===== config.mk =====
export PLATFORM = sky130hd
export DESIGN_NAME = mstc_slave_flat
export DESIGN_NICKNAME = d
export VERILOG_FILES = /design/src/common/mstc_pkg.sv /design/src/common/mstc_bus_if.sv /design/src/logic/mstc_slave.sv /design/src/flat_wrapper.sv
export SDC_FILE = /design/constraint.sdc
export NUM_CORES = 1
export LEC_CHECK = 0
export ABC_AREA = 1
export BUFFER_PORTS_ARGS = -buffer_cell sky130_fd_sc_hd__buf_2
export CAP_MARGIN = 10
export CORE_MARGIN = 3
export CORE_UTILIZATION = 60
export CTS_CLUSTER_SIZE = 28
export DETAILED_ROUTE_END_ITERATION = 16
export HOLD_SLACK_MARGIN = 0.08
export PLACE_DENSITY = 0.84
export SYNTH_ARGS = -nofsm -noshare
export SYNTH_HDL_FRONTEND = slang
export SYNTH_SLANG_ARGS = --single-unit

===== constraint.sdc =====
create_clock -name pclk -period 3.1 [get_ports pclk]
set_clock_uncertainty 0.05 [all_clocks]
set_input_delay 0.31 -clock pclk [delete_from_list [all_inputs] [get_ports pclk]]
set_output_delay 0.31 -clock pclk [all_outputs]
set_load 0.005 [all_outputs]

===== src/common/mstc_pkg.sv =====
// Shared constants for the memory-mapped slave transfer control pair.
package mstc_pkg;
    // Bus shape.
    localparam int ADDR_W   = 4;
    localparam int DATA_W   = 32;
    localparam int BE_W     = 4;
    localparam int BYTE_W   = 8;
    localparam int WORDS    = 16;
    localparam logic [1:0] RESP_OKAY = 2'h0;
    localparam logic [DATA_W-1:0] ZERO_WORD = 32'h0000_0000;

    // Pending-read bookkeeping.
    localparam int MAX_PEND = 4;
    localparam int PEND_W   = 3;
    localparam int PTR_W    = 2;

    // Fixed wait states run 0 to 1023 cycles; fixed read latency runs 0 to 64.
    localparam int WAIT_W           = 10;
    localparam int MAX_LAT          = 64;
    localparam int DEF_READ_WAIT    = 1;
    localparam int DEF_WRITE_WAIT   = 0;
    localparam int DEF_READ_LATENCY = 0;

    // Longest run of cycles that the slave-side user inputs may block the bus.
    localparam int RUN_W = 5;
    localparam logic [RUN_W-1:0] STALL_LIMIT = 5'h10;

    // APB register map of the requesting end.
    localparam int PADDR_W = 8;
    localparam logic [PADDR_W-1:0] OFS_CMD    = 8'h00;
    localparam logic [PADDR_W-1:0] OFS_WDATA  = 8'h04;
    localparam logic [PADDR_W-1:0] OFS_RDATA  = 8'h08;
    localparam logic [PADDR_W-1:0] OFS_STATUS = 8'h0C;
    localparam int CMD_WRITE_BIT = 0;
    localparam int CMD_ADDR_LSB  = 4;
    localparam int CMD_BE_LSB    = 8;
    localparam int ST_BUSY_BIT   = 0;
    localparam int ST_PEND_LSB   = 4;
    localparam int ST_RET_LSB    = 8;
    localparam int RET_W         = 8;
endpackage


===== src/common/mstc_bus_if.sv =====
// Memory-mapped bus between the requesting end and the slave end.
`timescale 1ns/10ps
interface mstc_bus_if;
    logic [mstc_pkg::ADDR_W-1:0] address;
    logic [mstc_pkg::BE_W-1:0]   byteenable;
    logic                        read;
    logic                        write;
    logic [mstc_pkg::DATA_W-1:0] writedata;
    logic [mstc_pkg::DATA_W-1:0] readdata;
    logic [1:0]                  response;
    logic                        waitrequest;
    logic                        readdatavalid;

    modport dev (
        input  address,
        input  byteenable,
        input  read,
        input  write,
        input  writedata,
        output readdata,
        output response,
        output waitrequest,
        output readdatavalid
    );

    modport req (
        output address,
        output byteenable,
        output read,
        output write,
        output writedata,
        input  readdata,
        input  response,
        input  waitrequest,
        input  readdatavalid
    );
endinterface


===== src/logic/mstc_slave.sv =====
// Slave end: stall-paced or fixed-wait memory with pipelined reads.
//
// Design decisions made here: holding writes while reads are pending in variable mode, and overriding user stalls at the stall limit.
`timescale 1ns/10ps
module mstc_slave #(
    parameter bit          FIXED_MODE   = 1'b0,
    parameter int unsigned READ_WAIT    = mstc_pkg::DEF_READ_WAIT,
    parameter int unsigned WRITE_WAIT   = mstc_pkg::DEF_WRITE_WAIT,
    parameter int unsigned READ_LATENCY = mstc_pkg::DEF_READ_LATENCY
) (
    input  wire logic                        pclk,
    input  wire logic                        presetn,
    mstc_bus_if.dev                          bus,
    input  wire logic                        stall_req,
    input  wire logic                        ret_hold,
    output logic [mstc_pkg::PEND_W-1:0]      pend_count
);
    // Storage.
    logic [mstc_pkg::DATA_W-1:0] mem      [0:mstc_pkg::WORDS-1];
    logic [mstc_pkg::ADDR_W-1:0] q_addr   [0:mstc_pkg::MAX_PEND-1];
    logic [mstc_pkg::ADDR_W-1:0] lat_pipe [0:mstc_pkg::MAX_LAT-1];
    logic [mstc_pkg::ADDR_W-1:0] lat_tap  [0:mstc_pkg::MAX_LAT];
    logic [mstc_pkg::PTR_W-1:0]  q_wp;
    logic [mstc_pkg::PTR_W-1:0]  q_rp;
    logic [mstc_pkg::PEND_W-1:0] q_fill;
    logic [mstc_pkg::WAIT_W-1:0] wait_cnt;
    logic [mstc_pkg::RUN_W-1:0]  block_run;
    logic [mstc_pkg::DATA_W-1:0] ret_data;
    logic                        ret_valid;

    // Decode and selection.
    wire                        run_cap;
    wire                        stall_hold;
    wire                        pend_full;
    wire                        wr_blocked;
    wire                        var_wait;
    wire [mstc_pkg::WAIT_W-1:0] wait_need;
    wire                        fix_done;
    wire                        take_ok;
    wire                        rd_take;
    wire                        wr_take;
    wire                        push;
    wire                        pop;
    wire                        blocked;
    wire [mstc_pkg::DATA_W-1:0] fix_data;

    // Once the bus has been blocked for the limit, the user stall inputs are ignored for one cycle.
    assign run_cap    = block_run == mstc_pkg::STALL_LIMIT;
    assign stall_hold = stall_req & ~run_cap;
    assign pend_full  = pend_count == mstc_pkg::PEND_W'(mstc_pkg::MAX_PEND);
    // Returns read memory at the data phase, so a write would race pending reads.
    assign wr_blocked = bus.write & (pend_count != '0);
    assign var_wait   = stall_hold | pend_full | wr_blocked;

    assign wait_need  = bus.read ? mstc_pkg::WAIT_W'(READ_WAIT)
                                 : mstc_pkg::WAIT_W'(WRITE_WAIT);
    assign fix_done   = wait_cnt == wait_need;
    assign take_ok    = FIXED_MODE ? fix_done : ~var_wait;
    assign rd_take    = bus.read & take_ok;
    assign wr_take    = bus.write & take_ok;

    assign push       = rd_take & ~FIXED_MODE;
    // A pushed entry can only pop on a later edge, so data trails acceptance.
    assign pop        = ~FIXED_MODE & (q_fill != '0) & (~ret_hold | run_cap);
    assign blocked    = var_wait | ((q_fill != '0) & ~pop);

    // Fixed mode never stalls through the pin; variable mode stalls both ways.
    assign bus.waitrequest = ~FIXED_MODE & var_wait;

    assign lat_tap[0] = bus.address;
    for (genvar i = 0; i < mstc_pkg::MAX_LAT; i++) begin : g_tap
        assign lat_tap[i+1] = lat_pipe[i];
    end

    // With zero latency the word is read straight from the presented address.
    assign fix_data = mem[lat_tap[READ_LATENCY]];

    assign bus.readdata      = FIXED_MODE ? fix_data : ret_data;
    assign bus.readdatavalid = ret_valid;
    assign bus.response      = mstc_pkg::RESP_OKAY;

    // Memory writes take effect at the accepting edge, byte lane by byte lane.
    always_ff @(posedge pclk or negedge presetn) begin
        if (!presetn) begin
            for (int w = 0; w < mstc_pkg::WORDS; w++) begin
                mem[w] <= mstc_pkg::ZERO_WORD;
            end
        end else if (wr_take) begin
            for (int b = 0; b < mstc_pkg::BE_W; b++) begin
                if (bus.byteenable[b]) begin
                    mem[bus.address][b*mstc_pkg::BYTE_W +: mstc_pkg::BYTE_W] <=
                        bus.writedata[b*mstc_pkg::BYTE_W +: mstc_pkg::BYTE_W];
                end
            end
        end
    end

    // Fixed wait states count cycles of the held command.
    always_ff @(posedge pclk or negedge presetn) begin
        if (!presetn) begin
            wait_cnt <= '0;
        end else if ((bus.read | bus.write) & ~take_ok) begin
            wait_cnt <= wait_cnt + mstc_pkg::WAIT_W'(1);
        end else begin
            wait_cnt <= '0;
        end
    end

    // Consecutive cycles in which the bus is stalled or returns are held.
    always_ff @(posedge pclk or negedge presetn) begin
        if (!presetn) begin
            block_run <= '0;
        end else if (blocked & ~run_cap) begin
            block_run <= block_run + mstc_pkg::RUN_W'(1);
        end else begin
            block_run <= '0;
        end
    end

    // Address queue of accepted reads, drained strictly first in, first out.
    always_ff @(posedge pclk or negedge presetn) begin
        if (!presetn) begin
            q_wp   <= '0;
            q_rp   <= '0;
            q_fill <= '0;
        end else begin
            if (push) begin
                q_addr[q_wp] <= bus.address;
                q_wp         <= q_wp + mstc_pkg::PTR_W'(1);
            end
            if (pop) begin
                q_rp <= q_rp + mstc_pkg::PTR_W'(1);
            end
            q_fill <= q_fill + mstc_pkg::PEND_W'(push) - mstc_pkg::PEND_W'(pop);
        end
    end

    // Returned word and its strobe; a read counts as pending until its strobe.
    always_ff @(posedge pclk or negedge presetn) begin
        if (!presetn) begin
            ret_valid  <= 1'b0;
            ret_data   <= mstc_pkg::ZERO_WORD;
            pend_count <= '0;
        end else begin
            ret_valid  <= pop;
            if (pop) begin
                ret_data <= mem[q_addr[q_rp]];
            end
            pend_count <= pend_count + mstc_pkg::PEND_W'(push)
                          - mstc_pkg::PEND_W'(ret_valid);
        end
    end

    // Address delay line for fixed latency; it shifts every cycle.
    always_ff @(posedge pclk or negedge presetn) begin
        if (!presetn) begin
            for (int k = 0; k < mstc_pkg::MAX_LAT; k++) begin
                lat_pipe[k] <= '0;
            end
        end else begin
            for (int k = 0; k < mstc_pkg::MAX_LAT; k++) begin
                lat_pipe[k] <= lat_tap[k];
            end
        end
    end
endmodule


===== src/flat_wrapper.sv =====
// flat-port wrapper written by rule: the top's interface ports become plain ports
module mstc_slave_flat 
#(
    parameter bit          FIXED_MODE   = 1'b0,
    parameter int unsigned READ_WAIT    = mstc_pkg::DEF_READ_WAIT,
    parameter int unsigned WRITE_WAIT   = mstc_pkg::DEF_WRITE_WAIT,
    parameter int unsigned READ_LATENCY = mstc_pkg::DEF_READ_LATENCY
)
  (pclk, presetn, stall_req, ret_hold, pend_count, bus_address, bus_byteenable, bus_read, bus_write, bus_writedata, bus_readdata, bus_response, bus_waitrequest, bus_readdatavalid);
  mstc_bus_if bus_i ();
  input  wire logic pclk;
  input  wire logic presetn;
  input  wire logic stall_req;
  input  wire logic ret_hold;
  output logic [mstc_pkg::PEND_W-1:0] pend_count;
  input wire logic [$bits(bus_i.address)-1:0] bus_address;
  input wire logic [$bits(bus_i.byteenable)-1:0] bus_byteenable;
  input wire logic [$bits(bus_i.read)-1:0] bus_read;
  input wire logic [$bits(bus_i.write)-1:0] bus_write;
  input wire logic [$bits(bus_i.writedata)-1:0] bus_writedata;
  output wire logic [$bits(bus_i.readdata)-1:0] bus_readdata;
  output wire logic [$bits(bus_i.response)-1:0] bus_response;
  output wire logic [$bits(bus_i.waitrequest)-1:0] bus_waitrequest;
  output wire logic [$bits(bus_i.readdatavalid)-1:0] bus_readdatavalid;
  assign bus_i.address = bus_address;
  assign bus_i.byteenable = bus_byteenable;
  assign bus_i.read = bus_read;
  assign bus_i.write = bus_write;
  assign bus_i.writedata = bus_writedata;
  assign bus_readdata = bus_i.readdata;
  assign bus_response = bus_i.response;
  assign bus_waitrequest = bus_i.waitrequest;
  assign bus_readdatavalid = bus_i.readdatavalid;
  mstc_slave #(.FIXED_MODE(FIXED_MODE), .READ_WAIT(READ_WAIT), .WRITE_WAIT(WRITE_WAIT), .READ_LATENCY(READ_LATENCY)) u_core (.pclk(pclk), .presetn(presetn), .bus(bus_i), .stall_req(stall_req), .ret_hold(ret_hold), .pend_count(pend_count));
endmodule

# Word level (Yosys, flattened, before mapping)

Memory sizes are Yosys's and may differ from the RTL's.
Cells that the tools add are included.

Divide/modulo/power cells: 0
Eq/ne operators: 2
Shift operators: 0
Add/subtract/negate cells: 7
$mul: 0
Reductions and logical operators: 4
Bitwise logic cells: 17
$lt $le $gt $ge: 3
Muxes and demuxes: 25

Operators with widths:

| operator                                                  | count |
|---|---|
| 2-to-1 mux 512 bit                                        | 7 |
| bitwise mux 512 bit                                       | 4 |
| demux 32 bit (select 4 bit)                               | 4 |
| binary-select mux 32 bit (select 4 bit)                   | 1 |
| 2-to-1 mux 32 bit                                         | 3 |
| 2-to-1 mux 24 bit                                         | 1 |
| 2-to-1 mux 16 bit                                         | 1 |
| greater-or-equal comparator 5 bit (second input constant) | 2 |
| NOT 4 -> 5 bit                                            | 2 |
| 2-to-1 mux 8 bit                                          | 1 |
| AND 1 bit                                                 | 7 |
| adder 3 x 1 -> 3 bit                                      | 2 |
| nonzero test 3 bit                                        | 2 |
| subtractor 3 x 1 -> 3 bit                                 | 2 |
| adder 5 x 1 -> 5 bit (second input constant)              | 1 |
| equality test 5 bit (second input constant)               | 1 |
| < comparator 5 x 1 -> 1 bit (second input constant)       | 1 |
| 2-to-1 mux 5 bit                                          | 1 |
| adder 2 x 1 -> 2 bit (second input constant)              | 2 |
| NOT 1 bit                                                 | 4 |
| OR 1 bit                                                  | 4 |
| equality test 3 bit (second input constant)               | 1 |
| logical AND 1 bit                                         | 2 |
| 2-to-1 mux 1 bit                                          | 2 |

Bits in latches: 0
RAM bits: 16
Memory bits (read-only): 0
Output and inout bits: 39
Flip-flop bits (word level): 560
Memories kept: 1

Memory list:

| name          | depth | bits a word | rd ports | clocked after memory_dff | wr ports | line             | text |
|---|---|---|---|---|---|---|---|
| u_core.q_addr | 4     | 4           | 1        | 0                        | 1        | mstc_slave.sv:20 | `logic [mstc_pkg::ADDR_W-1:0] q_addr [0:mstc_pkg::MAX_PEND-1];` |

# Longest topological paths before layout

Depth in word-level cells: 16
Depth in mapped cells: 15
Mapped depth without buffers: 12

# Worst setup path before layout

No wires, ideal clock.

Path type: register to register
Start: reg u_core.block_run[0] (netlist bit)
End: reg u_core.q_fill[2] (netlist bit)
Setup time: 0.123 ns
Arrival: 2.364 ns
Period minus slack after synthesis: 2.537 ns
Setup slack: 0.563 ns
Stages on the path, launching flop included: 12
Buffers on the path: 1
Cells stage by stage: dfrtp_1 > inv_1 > ha_1 > nand3_1 > a21oi_1 > clkbuf_1 > ha_1 > inv_1 > ha_1 > inv_1 > fa_1 > xnor2_1

RTL lines:

| element                   | line              | text |
|---|---|---|
| start, declared           | mstc_slave.sv:27  | `logic [mstc_pkg::RUN_W-1:0] block_run;` |
| start signal, assigned    | mstc_slave.sv:114 | `block_run <= block_run + mstc_pkg::RUN_W'(1);` |
| equality test 5 bit       | mstc_slave.sv:48  | `assign run_cap = block_run == mstc_pkg::STALL_LIMIT;` |
| OR 1 bit                  | mstc_slave.sv:64  | `assign pop = ~FIXED_MODE & (q_fill != '0) & (~ret_hold \| run_cap);` |
| AND 1 bit                 | mstc_slave.sv:64  |  |
| net u_core.pop            | mstc_slave.sv:43  | `wire pop;` |
| subtractor 3 x 1 -> 3 bit | mstc_slave.sv:134 | `q_fill <= q_fill + mstc_pkg::PEND_W'(push) - mstc_pkg::PEND_W'(pop);` |
| end signal, assigned      | mstc_slave.sv:134 |  |
| end, declared             | mstc_slave.sv:25  | `logic [mstc_pkg::PEND_W-1:0] q_fill;` |

The timed path passes the listed nets, and every way through them passes these cells.
A chain may end at the register's enable or synchronous reset.

# Final worst setup path

Start: reg u_core.q_rp[0] (netlist bit)
End: reg u_core.ret_data (netlist bit u_core.bus.readdata[20])

Cells in the longest elaborated chain, start to end: 5

Ends and longest elaborated chain:

| element                                              | line              | text |
|---|---|---|
| start, declared                                      | mstc_slave.sv:24  | `logic [mstc_pkg::PTR_W-1:0] q_rp;` |
| start signal, assigned                               | mstc_slave.sv:132 | `q_rp <= q_rp + mstc_pkg::PTR_W'(1);` |
| memory read (4 x 4 bit)                              | n/a               |  |
| NOT 4 -> 5 bit (implied by the code)                 | mstc_slave.sv:147 | `ret_data <= mem[q_addr[q_rp]];` |
| binary-select mux 32 bit (select 4 bit)              | mstc_slave.sv:147 |  |
| 2-to-1 mux 32 bit (implied by the code) (2 in a row) | mstc_slave.sv:147 |  |
| end signal, assigned                                 | mstc_slave.sv:142 | `ret_data <= mstc_pkg::ZERO_WORD;` |
| end signal, assigned                                 | mstc_slave.sv:147 |  |
| end, declared                                        | mstc_slave.sv:28  | `logic [mstc_pkg::DATA_W-1:0] ret_data;` |

No other way between the ends. The select of a mux whose other input is x is not followed.

==> results.json <==
{
  "register_bit_count_reported_by_yosys": 576,
  "fp.dieW_um": 224,
  "rsz0062_at_grt": "false",
  "total_leakage_power_uw": 0.0154,
  "path_common_cell": "sky130_fd_sc_hd__nand2_1",
  "cts_num_sinks": 576,
  "synth-compound-area-share": 0.0982,
  "drive_gt1_frac": 0.0989,
  "multiplexer_share_of_the_synthesized_area": 0.000351,
  "design.core.area_sq_mm": 0.0468,
  "area_delta_synth_final_pct": 8.77,
  "route.final.wire_length_um": 75000,
  "num-fill-cells": 3650,
  "crit_type": "flop to flop",
  "synth_sequential_area_ratio": 0.509,
  "max_cap_viol_count": 0,
  "worstPathRequired_ns": 3.55,
  "cts_buffers": 58,
  "cp_top_family": "simple AND/OR/NAND/NOR gates",
  "crit_path_start_kind": "flop",
  "routedWlPerCell_um": 18.4,
  "synth_xor_xnor_area_share": 0.00277,
  "syn_area_sq_mm": 0.0285,
  "drt_pre_antenna_iters": 9,
  "initial_core_util": 0.609,
  "totalNegativeSetupSlack_ns": 0,
  "post-route-drc-count": 0,
  "crit_buf_inv": 2,
  "detailroute.via_count": 23900,
  "netlist_instances": 3453,
  "layout.cells.most_common": "sky130_fd_sc_hd__nand2_1",
  "grt.overflow.total": 0,
  "clock_latency_ns": 0.63,
  "rows": 79,
  "cpMaxStageDelayCell": "sky130_fd_sc_hd__dfrtp_1",
  "timing.hold.worst.class": "input pin to flop",
  "synth_top_family_by_area": "simple AND/OR/NAND/NOR gates",
  "design.final.nets": 3467,
  "antenna-diode-count": 0,
  "outcome": "finished clean",
  "hold_viol": 0,
  "largest_net_degree_at_the_start_of_global_routing": 129,
  "yosys_synthesis_warning_count": 0,
  "clock_tree.root_cell": "sky130_fd_sc_hd__clkbuf_16",
  "tightest_slew_ns": 1.14,
  "synth.lib_cells_used.distinct": 34,
  "hpwl_um": 43300,
  "buffer_ports.inserted": 82,
  "chipHeight_um": 224,
  "grt_usage": 0.301,
  "antenna_violating_nets_post_route": 0,
  "cts-htree-levels": 2,
  "crit_path_cell_trace": "inv_2 > nand2_1 > nand3_4 > nand2_4 > buf_4 > nand2_1 > nand3_1 > nand3_1 > nand3_1 > nand2_1 > nand2_1 > nand2_1",
  "clk_pin_slew_ns": 0.06,
  "worst_relative_slew_slack": 0.238,
  "routed_via_density": 5.89,
  "count_of_final_setup_violators": 0,
  "period_share": 0.829,
  "drt-initial-drc-count": 3115,
  "synthAdderAreaFrac": 0.00580,
  "via_count_of_the_first_global_routing_pass": 23100,
  "timing.critical_path.depth": 12,
  "highest_clock_rate_mhz": 389,
  "timing.hold.worst_path_depth": 3,
  "worst_vdd_drop_mv": 0.840,
  "worst_setup_path_end_kind": "flop",
  "floorplan.io_pins": 85,
  "cts_tree": "done",
  "rr_worst_depth": 12,
  "cellPowerDensity_mw_per_mm2": 938,
  "routabilityCongestion": 0.812,
  "grt_antenna_before_repair": 0,
  "grt_first_pass_wirelength_um": 122000,
  "die_area_sq_mm": 0.0501,
  "synthesis.area_per_instance_sq_um": 8.25,
  "final.min_clock_period_ns": 2.57,
  "timing_max_transition_violations_final": 0,
  "layout.cells.most_common_list": "1,072 x sky130_fd_sc_hd__nand2_1, 560 x sky130_fd_sc_hd__dfrtp_1, 487 x sky130_fd_sc_hd__nand3_1, 285 x sky130_fd_sc_hd__inv_1, 266 x sky130_fd_sc_hd__o21ai_1",
  "hold_ws_ns": 0.132,
  "crit_fanout": 30,
  "clock_tree_buffer_depth": 3,
  "synth-simple-area-share": 0.295,
  "cpPeakStageDelay_ns": 0.55,
  "crit_arrival_ns": 3.03
}
metrics by stage:
step | total power, uW | cells | area (sq um) | util | setup WS, ns
detailed placement | 21200 | 3950 | 28800 | 0.616 | 0.586
global route | 30800 | 4065 | 31000 | 0.663 | 0.331
finish | 29100 | 4065 | 31000 | 0.663 | 0.529
global placement | 20900 | 3950 | 28800 | 0.616 | 0.711
floorplan | 17800 | 3454 | 28500 | - | 0.563
CTS | 28900 | 4065 | 31000 | 0.663 | 0.538
Yosys cell counts:
cell / n / area (sq um)
sky130_fd_sc_hd__nand2_8: 1 / 20.0
sky130_fd_sc_hd__o211ai_1: 1 / 7.51
sky130_fd_sc_hd__buf_4: 4 / 30.0
sky130_fd_sc_hd__buf_12: 4 / 80.1
sky130_fd_sc_hd__inv_1: 286 / 1070
sky130_fd_sc_hd__dfrtp_1: 560 / 14000
sky130_fd_sc_hd__nand2_1: 1075 / 4040
sky130_fd_sc_hd__xor2_1: 4 / 35.0
sky130_fd_sc_hd__nand3b_1: 160 / 1200
sky130_fd_sc_hd__nand3_2: 2 / 20.0
sky130_fd_sc_hd__ha_1: 10 / 125
sky130_fd_sc_hd__fa_1: 2 / 40.0
sky130_fd_sc_hd__nand2_2: 1 / 6.26
sky130_fd_sc_hd__or2_2: 1 / 6.26
sky130_fd_sc_hd__buf_2: 140 / 701
sky130_fd_sc_hd__xnor2_1: 5 / 43.8
sky130_fd_sc_hd__o21ai_1: 266 / 1330
sky130_fd_sc_hd__mux2i_1: 1 / 10.0
sky130_fd_sc_hd__nor3_1: 1 / 5.00
sky130_fd_sc_hd__nor2_8: 4 / 80.1
sky130_fd_sc_hd__buf_1: 7 / 26.3
sky130_fd_sc_hd__o21ai_2: 55 / 482
sky130_fd_sc_hd__inv_2: 3 / 11.3
sky130_fd_sc_hd__conb_1: 1 / 3.75
sky130_fd_sc_hd__edfxtp_1: 16 / 480
sky130_fd_sc_hd__a21oi_1: 1 / 5.00
sky130_fd_sc_hd__o21ai_0: 194 / 971
sky130_fd_sc_hd__nand3_1: 487 / 2440
sky130_fd_sc_hd__clkinv_2: 1 / 5.00
sky130_fd_sc_hd__and2_1: 1 / 6.26
sky130_fd_sc_hd__nor2_1: 33 / 124
sky130_fd_sc_hd__nand2_4: 40 / 450
sky130_fd_sc_hd__clkbuf_1: 46 / 173
sky130_fd_sc_hd__buf_6: 40 / 450
final timing paths:
kind                                                    startpoint                                   to  slack (ns)
worst min-delay path                                      ret_hold   u_core.bus.readdatavalid$_DFF_PN0_        0.13
worst min register to register  u_core.bus.readdata[5]$_DFFE_PN0P_   u_core.bus.readdata[5]$_DFFE_PN0P_        0.42
worst max-delay path                    u_core.q_rp[0]$_DFFE_PN0P_  u_core.bus.readdata[20]$_DFFE_PN0P_        0.53
worst max register to register          u_core.q_rp[0]$_DFFE_PN0P_  u_core.bus.readdata[20]$_DFFE_PN0P_        0.53
max in group asynchronous                                  presetn  u_core.bus.readdata[10]$_DFFE_PN0P_        1.72
min in group asynchronous                                  presetn          u_core.mem[418]$_DFFE_PN0P_        0.17
power by group:
| part | switching, uW | internal [uW] | total (uW) |
|---|---|---|---|
| clock | 3020 | 4610 | 7630 |
| combinational | 7920 | 3900 | 11800 |
| sequential | 773 | 8840 | 9610 |
registers in the layout (all words and copies together) (netlist names):
name	cells
u_core.mem	512
u_core.bus.readdata	32
u_core.q_addr	16
u_core.block_run	5
u_core.pend_count	3
u_core.q_fill	3
u_core.q_rp	2
u_core.q_wp	2
u_core.bus.readdatavalid	1
worst reg2reg max path, delay by kind of cell (launching register included):
family / cells / cell delay (ns)
simple gates: 10 / 1.29
buf+inv: 2 / 0.57
flops: 1 / 0.55
area by class of cell:
class,count,area (sq um),share of cell area
Inverter,290,1090,0.0352
Clock inverter,20,328,0.0106
Timing Repair Buffer,136,1040,0.0336
Tap cell,607,759,0.0245
Multi-Input combinational cell,2347,11500,0.371
Sequential cell,576,14500,0.468
Clock buffer,89,1780,0.0574
what timing repair did:
| item | in CTS | in global routing |
|---|---|---|
| endpoints found under the hold margin | 417 | 0 |
| hold buffers | 6 | 0 |
| resized for setup | 0 | 0 |
| buffers inserted | 0 | 0 |
| setup endpoints to repair | 0 | 0 |
metal layers:
metal / track usage / vias up / routed length [um]
met5: 0 / - / 0
li1: - / 11100 / -
met2: 0.490 / 1105 / 35300
met3: 0.0440 / 204 / 6100
met4: 0.130 / 0 / 3030
met1: 0.407 / 11500 / 30600
cells by family (layout without fill, tap and decap cells):
| family | after synthesis | in the layout |
|---|---|---|
| multiplexers | 1 | 1 |
| flip-flops | 576 | 576 |
| AO/OA/AOI/OAI | 517 | 517 |
| buffers and inverters | 531 | 535 |
| XOR/XNOR | 9 | 9 |
| AND/OR/NAND/NOR | 1806 | 1806 |
| other | 1 | 2 |
| adder cells (fa/ha/maj) | 12 | 12 |
Note: power is estimated with default switching activity, not from simulation.
